$ cat config.mk
export PLATFORM = sky130hd
export DESIGN_NAME = smsc_controller
export DESIGN_NICKNAME = d
export VERILOG_FILES = /design/src/smsc_pkg.sv /design/src/smsc_rate_div.sv /design/src/smsc_pin_sampler.sv /design/src/smsc_controller.sv
export VERILOG_INCLUDE_DIRS = /design/src
export SDC_FILE = /design/constraint.sdc
export NUM_CORES = 1
export LEC_CHECK = 0
export ABC_CLOCK_PERIOD_IN_PS = 3600
export BUFFER_PORTS_ARGS = -buffer_cell sky130_fd_sc_hd__buf_4
export CAP_MARGIN = 10
export CORE_ASPECT_RATIO = 1.25
export CORE_UTILIZATION = 52
export CTS_CLUSTER_DIAMETER = 150
export CTS_CLUSTER_SIZE = 40
export DETAILED_ROUTE_END_ITERATION = 16
export PLACE_DENSITY = 0.9
export SLEW_MARGIN = 20
export SYNTH_ARGS = -nofsm -noshare
export SYNTH_HDL_FRONTEND = slang
export SYNTH_SLANG_ARGS = --single-unit
$ cat constraint.sdc
create_clock -name clk -period 3.6 [get_ports clk]
set_clock_uncertainty 0.15 [all_clocks]
set_input_delay 0.36 -clock clk [delete_from_list [all_inputs] [get_ports clk]]
set_output_delay 0.36 -clock clk [all_outputs]
set_load 0.01 [all_outputs]
$ cat src/smsc_cfg.svh
// address map, field positions, reset values and divider counts of the serial controller
`ifndef SMSC_CFG_SVH
`define SMSC_CFG_SVH

// byte addresses of the three registers on the wishbone slave
`define SMSC_OFS_CONTROL 4'h0
`define SMSC_OFS_STATUS 4'h4
`define SMSC_OFS_DATA 4'h8

// reset values
`define SMSC_CTRL_RESET 8'h00
`define SMSC_BYTE_ZERO 8'h00
`define SMSC_WORD_ZERO 32'h0000_0000
`define SMSC_RESERVED_ZERO 5'h00

// status field positions
`define SMSC_STAT_DONE_BIT 7
`define SMSC_STAT_COLL_BIT 6
`define SMSC_STAT_DOUBLE_BIT 0

// half sck periods in clk cycles, normal speed
`define SMSC_HALF_DIV4 7'h02
`define SMSC_HALF_DIV16 7'h08
`define SMSC_HALF_DIV64 7'h20
`define SMSC_HALF_DIV128 7'h40
// half sck periods in clk cycles, double speed
`define SMSC_HALF_DIV2 7'h01
`define SMSC_HALF_DIV8 7'h04
`define SMSC_HALF_DIV32 7'h10
`define SMSC_HALF_DIV64X 7'h20

// byte framing: eight samples, sixteen master half periods
`define SMSC_LAST_BIT 3'h7
`define SMSC_FIRST_BIT 3'h0
`define SMSC_LAST_EDGE 4'hf
`define SMSC_FIRST_EDGE 4'h0
`define SMSC_CNT_ONE 7'h01

`endif

$ cat src/smsc_pkg.sv
// shared types of the serial controller
package smsc_pkg;

    // control register layout, bit 7 down to bit 0
    typedef struct packed {
        logic irqEnableBit;
        logic portEnableBit;
        logic bitOrderSelect;
        logic roleSelectBit;
        logic clockIdleLevel;
        logic clockSamplePhase;
        logic rateSelectHi;
        logic rateSelectLo;
    } smsc_ctrl_s;

    // status register layout, bit 7 down to bit 0
    typedef struct packed {
        logic transferDoneFlag;
        logic writeCollisionFlag;
        logic [4:0] reserved;
        logic doubleRateBit;
    } smsc_stat_s;

    // master clock generator state
    typedef enum logic {
        MST_IDLE,
        MST_RUN
    } smsc_mst_e;

endpackage : smsc_pkg

$ cat src/smsc_rate_div.sv
// sck rate divider: one-cycle pulse every half sck period while running
`timescale 1ns/1ps
`include "smsc_cfg.svh"

module smsc_rate_div #(
    parameter int CNT_W = 7
) (
    // clock and reset
    input wire logic clk,
    input wire logic reset_n,
    // control
    input wire logic run,
    input wire logic [2:0] rateCode,
    // half period pulse
    output logic halfTick
);

    logic [CNT_W-1:0] half;
    logic [CNT_W-1:0] cnt_r;
    logic tick_r;
    wire wrap = (cnt_r == half - `SMSC_CNT_ONE);

    // rate code is {double, hi, lo}
    always_comb
    begin
        unique case (rateCode)
            3'h0: half = `SMSC_HALF_DIV4;
            3'h1: half = `SMSC_HALF_DIV16;
            3'h2: half = `SMSC_HALF_DIV64;
            3'h3: half = `SMSC_HALF_DIV128;
            3'h4: half = `SMSC_HALF_DIV2;
            3'h5: half = `SMSC_HALF_DIV8;
            3'h6: half = `SMSC_HALF_DIV32;
            3'h7: half = `SMSC_HALF_DIV64X;
        endcase
    end

    // counter restarts whenever the generator is stopped
    always_ff @(posedge clk or negedge reset_n)
    begin
        if (!reset_n)
        begin
            cnt_r <= '0;
            tick_r <= 1'b0;
        end
        else
        begin
            cnt_r <= (!run || wrap) ? '0 : cnt_r + `SMSC_CNT_ONE;
            tick_r <= run && wrap;
        end
    end

    assign halfTick = tick_r;

endmodule : smsc_rate_div

$ cat src/smsc_pin_sampler.sv
// registers input pins on clk and flags their edges
`timescale 1ns/1ps

module smsc_pin_sampler #(
    parameter int W = 2,
    parameter logic [W-1:0] RESET_VAL = '1
) (
    // clock and reset
    input wire logic clk,
    input wire logic reset_n,
    // raw pins
    input wire logic [W-1:0] pinIn,
    // sampled level and edge pulses
    output logic [W-1:0] level,
    output logic [W-1:0] rise,
    output logic [W-1:0] fall
);

    logic [W-1:0] cur_r;
    logic [W-1:0] old_r;

    // one sampling stage and one history stage per pin
    for (genvar i = 0; i < W; i++)
    begin : g_pin
        always_ff @(posedge clk or negedge reset_n)
        begin
            if (!reset_n)
            begin
                cur_r[i] <= RESET_VAL[i];
                old_r[i] <= RESET_VAL[i];
            end
            else
            begin
                cur_r[i] <= pinIn[i];
                old_r[i] <= cur_r[i];
            end
        end
        assign rise[i] = cur_r[i] & ~old_r[i];
        assign fall[i] = ~cur_r[i] & old_r[i];
    end

    assign level = cur_r;

endmodule : smsc_pin_sampler

$ cat src/smsc_controller.sv
// byte-wide spi master/slave controller with wishbone register access
//
// Chosen here: the Wishbone slave port and the register addresses.
`timescale 1ns/1ps
`include "smsc_cfg.svh"

// Summary of operation
// - slave: select is input; while low active, miso driven only if configured output
// - slave select high: passive, bit counter and partial byte dropped at once
// - master with select as output: select pin ignored by the controller
// - master with select input low: become slave, set done flag
// - interrupt requested when enable bit, done flag and global enable all set
// - nothing serial happens unless the enable bit is one
// - bit order bit one sends lsb first, zero sends msb first
// - role bit one master, zero slave; software re-sets it after a fault
// - polarity bit picks sck idle level and direction of leading edge
// - phase bit zero samples on leading edge, one samples on trailing edge
// - rate bits and double bit pick master divider; no effect in slave
// - done flag set at byte end; cleared by vector or status read then data access
// - collision flag set on data write mid-transfer; cleared by status read then data access, not by vector
// - status bits five to one always read zero
// - status bit zero doubles master rate and is its only writable bit
// - data write loads shifter and starts; data read returns receive buffer
// - master: write starts clock, eight bits shift, clock stops, flag set
// - single buffered transmit, double buffered receive, overrun overwrites
// - slave sck is sampled on clk, never used as a clock
module smsc_controller (
    // clock and reset
    input wire logic clk,
    input wire logic reset_n,
    // wishbone slave
    input wire logic cyc_i,
    input wire logic stb_i,
    input wire logic we_i,
    input wire logic [3:0] adr_i,
    input wire logic [3:0] sel_i,
    input wire logic [31:0] dat_i,
    output logic [31:0] dat_o,
    output logic ack_o,
    // processor side
    input wire logic globalIrqEnable,
    input wire logic irqVectorAck,
    output logic irq,
    // pin direction choices made by software in the port logic
    input wire logic ssDirOut,
    input wire logic sckDirOut,
    input wire logic mosiDirOut,
    input wire logic misoDirOut,
    // serial pins
    input wire logic ssIn,
    input wire logic sckIn,
    output logic sckOut,
    output logic sckOe_n,
    input wire logic mosiIn,
    output logic mosiOut,
    output logic mosiOe_n,
    input wire logic misoIn,
    output logic misoOut,
    output logic misoOe_n
);

    ////////////////////////////////////////////////////////////////////////////////
    // state

    smsc_pkg::smsc_ctrl_s ctrl_r;
    logic doubleRateBit_r;
    logic transferDoneFlag_r;
    logic writeCollisionFlag_r;
    logic statusArmed_r;
    smsc_pkg::smsc_mst_e mst_r;
    logic [3:0] edgeCnt_r;
    logic [2:0] bitCnt_r;
    logic [7:0] shift_r;
    logic [7:0] rxBuf_r;
    logic txBit_r;
    logic sckLevel_r;
    logic ack_r;
    logic [31:0] dat_r;
    logic irq_r;
    logic sckOe_n_r;
    logic mosiOe_n_r;
    logic misoOe_n_r;

    ////////////////////////////////////////////////////////////////////////////////
    // bus decode

    // request is answered one cycle later; effects land on the ack edge
    wire busReq = cyc_i & stb_i;
    wire commit = busReq & ack_r;
    wire hitCtrl = (adr_i == `SMSC_OFS_CONTROL);
    wire hitStat = (adr_i == `SMSC_OFS_STATUS);
    wire hitData = (adr_i == `SMSC_OFS_DATA);
    wire wrCtrl = commit & we_i & sel_i[0] & hitCtrl;
    wire wrStat = commit & we_i & sel_i[0] & hitStat;
    wire wrData = commit & we_i & sel_i[0] & hitData;
    wire rdStat = commit & ~we_i & hitStat;
    wire dataAccess = wrData | (commit & ~we_i & hitData);

    ////////////////////////////////////////////////////////////////////////////////
    // pin sampling and rate divider

    logic [1:0] pinLvl;
    logic [1:0] pinRise;
    logic [1:0] pinFall;
    logic halfTick;

    smsc_pin_sampler #(
        .W(2),
        .RESET_VAL(2'h2)
    ) u_sampler (
        .clk(clk),
        .reset_n(reset_n),
        .pinIn({ssIn, sckIn}),
        .level(pinLvl),
        .rise(pinRise),
        .fall(pinFall)
    );

    smsc_rate_div #(
        .CNT_W(7)
    ) u_div (
        .clk(clk),
        .reset_n(reset_n),
        .run(mst_r == smsc_pkg::MST_RUN),
        .rateCode({doubleRateBit_r, ctrl_r.rateSelectHi, ctrl_r.rateSelectLo}),
        .halfTick(halfTick)
    );

    ////////////////////////////////////////////////////////////////////////////////
    // mode decode

    wire enable = ctrl_r.portEnableBit;
    wire isMaster = enable & ctrl_r.roleSelectBit;
    wire isSlave = enable & ~ctrl_r.roleSelectBit;
    wire ssLow = ~pinLvl[1];
    // select only matters to a master when it is an input
    wire modeFault = isMaster & ~ssDirOut & ssLow;
    wire slvActive = isSlave & ssLow;
    wire slvReset = ~ctrl_r.roleSelectBit & ~ssLow;
    wire mstRun = (mst_r == smsc_pkg::MST_RUN);

    ////////////////////////////////////////////////////////////////////////////////
    // edge events

    // master: even half period ends on a leading edge, odd on a trailing one
    wire mstLead = mstRun & halfTick & ~edgeCnt_r[0];
    wire mstTrail = mstRun & halfTick & edgeCnt_r[0];
    wire mstLast = mstRun & halfTick & (edgeCnt_r == `SMSC_LAST_EDGE);
    // slave: leading edge leaves the idle level
    wire slvLead = slvActive & (ctrl_r.clockIdleLevel ? pinFall[0] : pinRise[0]);
    wire slvTrail = slvActive & (ctrl_r.clockIdleLevel ? pinRise[0] : pinFall[0]);
    wire leadEv = ctrl_r.roleSelectBit ? mstLead : slvLead;
    wire trailEv = ctrl_r.roleSelectBit ? mstTrail : slvTrail;
    wire sampleEv = ctrl_r.clockSamplePhase ? trailEv : leadEv;
    wire setupEv = ctrl_r.clockSamplePhase ? leadEv : trailEv;
    wire lastSample = sampleEv & (bitCnt_r == `SMSC_LAST_BIT);

    ////////////////////////////////////////////////////////////////////////////////
    // data path decode

    wire inBit = ctrl_r.roleSelectBit ? misoIn : mosiIn;
    wire lsbFirst = ctrl_r.bitOrderSelect;
    wire outBit = lsbFirst ? shift_r[0] : shift_r[7];
    wire firstOfLoad = lsbFirst ? dat_i[0] : dat_i[7];
    wire [7:0] shiftNxt = lsbFirst ? {inBit, shift_r[7:1]} : {shift_r[6:0], inBit};
    wire xferBusy = mstRun | (slvActive & (bitCnt_r != `SMSC_FIRST_BIT));
    wire loadEv = wrData & ~xferBusy;
    wire collEv = wrData & xferBusy & enable;
    wire startEv = loadEv & isMaster & ~modeFault;
    wire doneEv = (ctrl_r.roleSelectBit ? mstLast : lastSample) | modeFault;
    wire anyFlag = transferDoneFlag_r | writeCollisionFlag_r;
    wire clearFlags = dataAccess & statusArmed_r;

    // read mux; reserved status bits forced to zero
    smsc_pkg::smsc_stat_s statView;
    assign statView.transferDoneFlag = transferDoneFlag_r;
    assign statView.writeCollisionFlag = writeCollisionFlag_r;
    assign statView.reserved = `SMSC_RESERVED_ZERO;
    assign statView.doubleRateBit = doubleRateBit_r;
    wire [7:0] rdByte = hitCtrl ? ctrl_r :
                        hitStat ? statView :
                        hitData ? rxBuf_r : `SMSC_BYTE_ZERO;

    ////////////////////////////////////////////////////////////////////////////////
    // wishbone answer

    // ack pulses for one cycle; unmapped reads return zero
    always_ff @(posedge clk or negedge reset_n)
    begin
        if (!reset_n)
        begin
            ack_r <= 1'b0;
            dat_r <= `SMSC_WORD_ZERO;
        end
        else
        begin
            ack_r <= busReq & ~ack_r;
            dat_r <= (busReq & ~ack_r & ~we_i) ? {24'h000000, rdByte} : `SMSC_WORD_ZERO;
        end
    end

    ////////////////////////////////////////////////////////////////////////////////
    // control and status registers

    // a fault clears the role bit even against a same-cycle write
    always_ff @(posedge clk or negedge reset_n)
    begin
        if (!reset_n)
        begin
            ctrl_r <= `SMSC_CTRL_RESET;
            doubleRateBit_r <= 1'b0;
        end
        else
        begin
            if (wrCtrl)
                ctrl_r <= dat_i[7:0];
            if (modeFault)
                ctrl_r.roleSelectBit <= 1'b0;
            if (wrStat)
                doubleRateBit_r <= dat_i[`SMSC_STAT_DOUBLE_BIT];
        end
    end

    // flags: a set in the clearing cycle wins
    always_ff @(posedge clk or negedge reset_n)
    begin
        if (!reset_n)
        begin
            transferDoneFlag_r <= 1'b0;
            writeCollisionFlag_r <= 1'b0;
            statusArmed_r <= 1'b0;
        end
        else
        begin
            transferDoneFlag_r <= doneEv | (transferDoneFlag_r & ~clearFlags & ~irqVectorAck);
            writeCollisionFlag_r <= collEv | (writeCollisionFlag_r & ~clearFlags);
            statusArmed_r <= (rdStat & anyFlag) | (statusArmed_r & ~dataAccess);
        end
    end

    ////////////////////////////////////////////////////////////////////////////////
    // master clock generator

    // sixteen half periods make eight sck pulses, then the generator stops
    always_ff @(posedge clk or negedge reset_n)
    begin
        if (!reset_n)
        begin
            mst_r <= smsc_pkg::MST_IDLE;
            edgeCnt_r <= `SMSC_FIRST_EDGE;
        end
        else
        begin
            unique case (mst_r)
                smsc_pkg::MST_IDLE:
                begin
                    edgeCnt_r <= `SMSC_FIRST_EDGE;
                    if (startEv)
                        mst_r <= smsc_pkg::MST_RUN;
                end
                smsc_pkg::MST_RUN:
                begin
                    if (halfTick)
                        edgeCnt_r <= edgeCnt_r + 4'h1;
                    if (mstLast | modeFault | ~isMaster)
                        mst_r <= smsc_pkg::MST_IDLE;
                end
            endcase
        end
    end

    // sck idles at the polarity level and toggles each half period
    always_ff @(posedge clk or negedge reset_n)
    begin
        if (!reset_n)
            sckLevel_r <= 1'b0;
        else if (mstRun & halfTick & ~mstLast)
            sckLevel_r <= ~sckLevel_r;
        else if (~mstRun | mstLast)
            sckLevel_r <= ctrl_r.clockIdleLevel;
    end

    ////////////////////////////////////////////////////////////////////////////////
    // shifter and receive buffer

    // bit counter restarts on every master load and, with the role bit zero, while select is high
    always_ff @(posedge clk or negedge reset_n)
    begin
        if (!reset_n)
            bitCnt_r <= `SMSC_FIRST_BIT;
        else if (slvReset | startEv)
            bitCnt_r <= `SMSC_FIRST_BIT;
        else if (sampleEv)
            bitCnt_r <= bitCnt_r + 3'h1;
    end

    // one shifter for both roles; receive buffer holds the last full byte
    always_ff @(posedge clk or negedge reset_n)
    begin
        if (!reset_n)
        begin
            shift_r <= `SMSC_BYTE_ZERO;
            rxBuf_r <= `SMSC_BYTE_ZERO;
        end
        else
        begin
            if (loadEv)
                shift_r <= dat_i[7:0];
            else if (sampleEv)
                shift_r <= shiftNxt;
            if (lastSample)
                rxBuf_r <= shiftNxt;
        end
    end

    // output bit: first bit at load for phase zero, else at each setup edge
    always_ff @(posedge clk or negedge reset_n)
    begin
        if (!reset_n)
            txBit_r <= 1'b0;
        else if (loadEv & ~ctrl_r.clockSamplePhase)
            txBit_r <= firstOfLoad;
        else if (setupEv | (slvReset & ~ctrl_r.clockSamplePhase))
            txBit_r <= outBit;
    end

    ////////////////////////////////////////////////////////////////////////////////
    // pin drive and interrupt

    // drivers enabled only in the role and direction software chose
    always_ff @(posedge clk or negedge reset_n)
    begin
        if (!reset_n)
        begin
            sckOe_n_r <= 1'b1;
            mosiOe_n_r <= 1'b1;
            misoOe_n_r <= 1'b1;
            irq_r <= 1'b0;
        end
        else
        begin
            sckOe_n_r <= ~(isMaster & ~modeFault & sckDirOut);
            mosiOe_n_r <= ~(isMaster & ~modeFault & mosiDirOut);
            misoOe_n_r <= ~(slvActive & misoDirOut);
            irq_r <= ctrl_r.irqEnableBit & transferDoneFlag_r & globalIrqEnable;
        end
    end

    assign dat_o = dat_r;
    assign ack_o = ack_r;
    assign irq = irq_r;
    assign sckOut = sckLevel_r;
    assign sckOe_n = sckOe_n_r;
    assign mosiOut = txBit_r;
    assign mosiOe_n = mosiOe_n_r;
    assign misoOut = txBit_r;
    assign misoOe_n = misoOe_n_r;

endmodule : smsc_controller

Yosys cells after proc, flatten, opt, wreduce, memory -nomap -nowiden
Memories as Yosys holds them, arrays and structs flattened.
Cells that the tools add are included.
{"block": "op_classes", "n_eq_ne": 6, "n_reduce_logical": 10, "addsub": 4, "mux": 31, "n_bitwise": 81}
{"op": "2-to-1 mux 8 bit", "n": 7}
{"op": "bitwise AND 1 bit", "n": 48}
{"op": "inverter 1 bit", "n": 21}
{"op": "2-to-1 mux 1 bit", "n": 17}
{"op": "OR 1 bit", "n": 12}
{"op": "nonzero test 2 bit", "n": 5}
{"op": "equality test 4 bit, second input constant", "n": 2}
{"op": "one-hot mux 4 bit (2 select lines)", "n": 1}
{"op": "adder 7 x 1 -> 7 bit, second input constant", "n": 1}
{"op": "equality test 7 bit", "n": 1}
{"op": "2-to-1 mux 7 bit", "n": 1}
{"op": "subtractor 7 x 1 -> 7 bit, second input constant", "n": 1}
{"op": "2-to-1 mux 3 bit", "n": 2}
{"op": "2-to-1 mux 5 bit", "n": 1}
{"op": "adder 4 x 1 -> 4 bit, second input constant", "n": 1}
{"op": "equality test 4 x 3 -> 1 bit, second input constant", "n": 1}
{"op": "zero test 4 bit", "n": 1}
{"op": "2-to-1 mux 4 bit", "n": 1}
{"op": "adder 3 x 1 -> 3 bit, second input constant", "n": 1}
{"op": "equality test 3 bit, second input constant", "n": 1}
{"op": "nonzero test 3 bit", "n": 1}
{"op": "inequality test 2 x 1 -> 1 bit, second input constant", "n": 1}
{"op": "one-hot mux 1 bit (2 select lines)", "n": 1}
{"op": "logical AND 1 bit", "n": 1}
{"op": "2 further kinds", "n": 2}
{"block": "word_totals", "output_inout_bits": 40, "in_bits": 55, "word_cells": 163, "regBits": 62, "mem_count": 1, "rom_bits": 56}
{"name": "(no name shown)", "depth": 8, "width": 7, "read_ports": 1, "rd_ports_with_merged_regs": 0, "write_ports": 0, "line_no": "smsc_rate_div.sv:26", "source": "unique case (rateCode)"}

Longest topological paths before layout
{"block": "logic_depth", "word_depth": 11, "depth_mapped": 9}

By module
Synthesis repeated with hierarchy kept, for this count alone.
{"block": "unflattened", "hier_cells": 322, "area_unflattened_um2": 3455.8}
{"module": "smsc_controller", "cells_each": 254, "area_per_inst_um2": 2757.6, "instances": 1, "seq_area_each_um2": 1280.0}
{"module": "smsc_rate_div", "cells_each": 60, "area_per_inst_um2": 560.5, "instances": 1, "seq_area_each_um2": 200.2}
{"module": "smsc_pin_sampler", "cells_each": 8, "area_per_inst_um2": 137.6, "instances": 1, "seq_area_each_um2": 102.6}

Least setup slack after synthesis
OpenSTA, ideal clock, no wires.
{"block": "synth_timing", "path_type": "reg-to-reg", "startpoint": "register doubleRateBit_r", "endpoint": "register u_div.cnt_r[2]", "synth_period_minus_slack_ps": 2746, "setup_slack_ps": 854, "stages_incl_launch_ff": 9, "required_time_ps": 3314, "arrival_time_ps": 2459, "n_path_buf": 1, "cell_sequence": "dfrtp_1 > buf_6 > or3_1 > ha_1 > nor3b_1 > or3_1 > a211o_1 > o41ai_4 > nor2_1"}
{"block": "synth_between", "elab_chain_cells": 5}
{"element": "start: declaration", "line_no": "smsc_controller.sv:66", "source": "logic doubleRateBit_r;"}
{"element": "start signal: assignment", "line_no": "smsc_controller.sv:220", "source": "doubleRateBit_r <= dat_i[`SMSC_STAT_DOUBLE_BIT];"}
{"element": "memory read (8 x 7 bit)"}
{"element": "subtractor 7 x 1 -> 7 bit (no line)"}
{"element": "equality test 7 bit (no line)"}
{"element": "logical OR 1 bit", "line_no": "smsc_rate_div.sv:48", "source": "cnt_r <= (!run || wrap) ? '0 : cnt_r + `SMSC_CNT_ONE;"}
{"element": "2-to-1 mux 7 bit (no line)"}
{"element": "end signal: assignment", "line_no": "smsc_rate_div.sv:48"}
{"element": "end: declaration", "line_no": "smsc_rate_div.sv:19", "source": "logic [CNT_W-1:0] cnt_r;"}
Every way passes these cells.
A chain may end at the register's enable or synchronous reset.

Final worst setup path
{"block": "layout_timing", "startpoint": "register doubleRateBit_r", "endpoint": "register u_div.cnt_r[5]"}
The elaborated chain is that of the path after synthesis.

==> results.yml <==
clocking:
  clock_latency_ns: 0.35
  postCtsSetupRepairBufs: 0
  clockRootBuffer: "clkbuf_8"
  clockBufferDepth: 2
  ctsHoldBuffers: 6
  cts_max_level: 3
  ctsResizeCount: 0
  clkSinkCount: 62
  cts_tree: "yes"
  cts_made_buffers: 9
  path_clk_slew_ns: 0.07
worst_setup_path:
  path_max_fanout: 11
  crit_arrival_ns: 3.07
  worst-setup-path-type: "flip-flop to flip-flop"
  cp-end-kind: "flip-flop"
  worstPathRequired_ns: 3.67
  critPathLaunchType: "flip-flop"
worst_hold_path:
  timing.hold.worst.class: "primary input to flip-flop"
logic_synthesis:
  ys_ff_latch: 62
  synth-adder-area-share: 0.0223
  syn_avg_cell_area_um2: 10.3
  synth_area_leaders: "dfrtp_1 43%, mux2i_1 6.2%, buf_4 5.6%, mux2_2 3.3%, dfstp_2 3.1%"
  yosysTopAreaCellShare: 0.430
  synth-simple-area-share: 0.191
  synth_xor_area_frac: 0.0312
  synth_enable_flop_cells: 0
  synth_warnings: 0
  synth_top_family_by_area: "simple AND/OR/NAND/NOR gates"
  synth.distinct_cells: 52
  yosysTopAreaCell: "dfrtp_1"
  postSynthCellCount: 328
  ys_seq_area_frac: 0.461
  synthArstFlopShare: 1.00
  muxShareOfSynthArea: 0.0957
  syn_area_um2: 3370
  synth-main-ff-cell: "dfrtp_1"
  synth_compound_gate_area_share: 0.113
power_and_ir_drop:
  peakVddDrop_mv: 0.260
  p_leak_nw: 1.79
  p_per_area_nw_per_um2: 436
  total_power_w: 0.00171
floorplan:
  die_area_um2: 6820
  chipWidth_um: 74.0
  rows: 32
  die_y_um: 92.1
  start_util: 0.544
  ioPinCount: 95
  core_um2: 6210
global_routing:
  grt_overflow: 0
  grt_use_total: 0.234
  grt_max_degree: 63
  antenna_found_initial: 0
  grt_pass1_vias: 2537
  grt_pass1_wl_um: 11800
placement:
  post-dp-hpwl_um: 5040
  gp_congestion: 0.844
  io_buffers: 43
  dp.cells: 443
sta:
  drv_slew: 0
  slew_headroom: 0.411
  hold_violations: 0
  grt_setup_unrepaired: "false"
  max_freq_mhz: 333
  finalCritPeriodShare: 0.834
  worst_slew_pin_slew_ns: 0.882
  period_needed_ns: 3.00
  whs_ns: 0.0854
  setup_viol: 0
  setup_tns_ns: 0
layout:
  most-common-layout-cells: "58 x dfrtp_1, 45 x buf_4, 28 x nor2_1, 24 x conb_1, 23 x nand2_1"
  drive_gt1_frac: 0.221
  final_common_cell: "dfrtp_1"
  stdcell_count: 465
  diodes: 0
  final.fill_count: 500
  final_nets: 436
  fin_util: 0.631
  area_growth_pct: 16.0
status:
  status: "finished clean"
route:
  drt_wl_total_um: 7220
  vias: 2562
  final_antenna_net_count: 0
  drt-pass1-iter-count: 4
  wire_per_inst_um: 15.5
  vias_per_cell: 5.51
  drc: 0
  drtIter0Drc: 183
run:
  maxCapViolations: 0
==> layer usage <==
metal / GRT usage / share of wire / vias up
met5: 0 / 0 / -
met4: 0.107 / 0.025 / 0
met3: 0.0813 / 0.062 / 16
met2: 0.372 / 0.51 / 98
met1: 0.281 / 0.40 / 1252
li1: - / - / 1196
==> synthesized netlist by cell type (5+ instances only) <==
cell type / count
a21oi_1: 6
nand3b_1: 8
nand3_1: 7
nor2_1: 28
buf_4: 25
ha_1: 6
nor2b_1: 5
nand2b_1: 7
nand2_1: 23
mux2_2: 10
xnor2_1: 8
a221o_1: 6
mux2i_1: 21
and3_1: 6
and2_1: 10
inv_1: 8
nor3_1: 8
o21ai_0: 14
dfrtp_1: 58
==> flip-flops by register name (all words and copies together) (netlist names), 2 cells and up <==
register	count
u_sampler.level	2
dat_o	8
shift_r	8
rxBuf_r	8
u_div.cnt_r	7
bitCnt_r	3
ctrl_r	6
edgeCnt_r	4
==> kinds of logic (layout without fill, tap and decap cells) <==
family / count (synthesis) / count (layout)
AOI/OAI and AO/OA: 50 / 50
xor gates and xnor gates: 12 / 12
buffers and inverters: 46 / 75
adders and majority gates: 6 / 6
DFF: 62 / 62
muxes: 31 / 31
and+or+nand+nor: 120 / 120
other: 1 / 24
==> final cells by class <==
type | instances | area (µm²) | share of cell area
multi-input cells | 243 | 1620 | 0.413
clock inverters | 7 | 82.6 | 0.0211
clock buffers | 9 | 124 | 0.0316
inverters | 8 | 30.0 | 0.00767
flip-flops and latches | 62 | 1560 | 0.398
well taps | 85 | 106 | 0.0272
repair buffers | 51 | 398 | 0.102
==> stage by stage <==
step / worst slack [ns] / instance area (µm²)
floorplan: 0.854 / 3460
global placement: 0.709 / 3650
detailed placement: 0.626 / 3650
CTS: 0.603 / 3910
global route: 0.514 / 3910
finish: 0.599 / 3910
==> worst paths after layout <==
kind,startpoint,to,slack (ns),cells after the start
min in group asynchronous,reset_n,dat_o[4],0.47,2
max reg2reg,doubleRateBit_r,u_div.cnt_r[5],0.60,7
min reg2reg,ack_o,ack_o,0.32,1
min,dat_i[2],ctrl_r[2],0.09,3
max in group asynchronous,reset_n,enable,2.31,2
max,doubleRateBit_r,u_div.cnt_r[5],0.60,7
==> critical path: stages (launching register included) <==
cell and delay [ns]:
dfrtp_1 0.51, or3_1 0.42, ha_1 0.27, nor3b_1 0.18
or3_1 0.36, a211o_1 0.35, o41ai_4 0.53, nor2_1 0.11
==> power by group <==
group	switching, W	leakage [nW]	total (W)	internal [W]
sequential	0.0000601	0.812	0.000814	0.000754
clock	0.000307	0.0980	0.000635	0.000328
combinational	0.000126	0.884	0.000256	0.000130
Power figures use the tool's default switching activity.
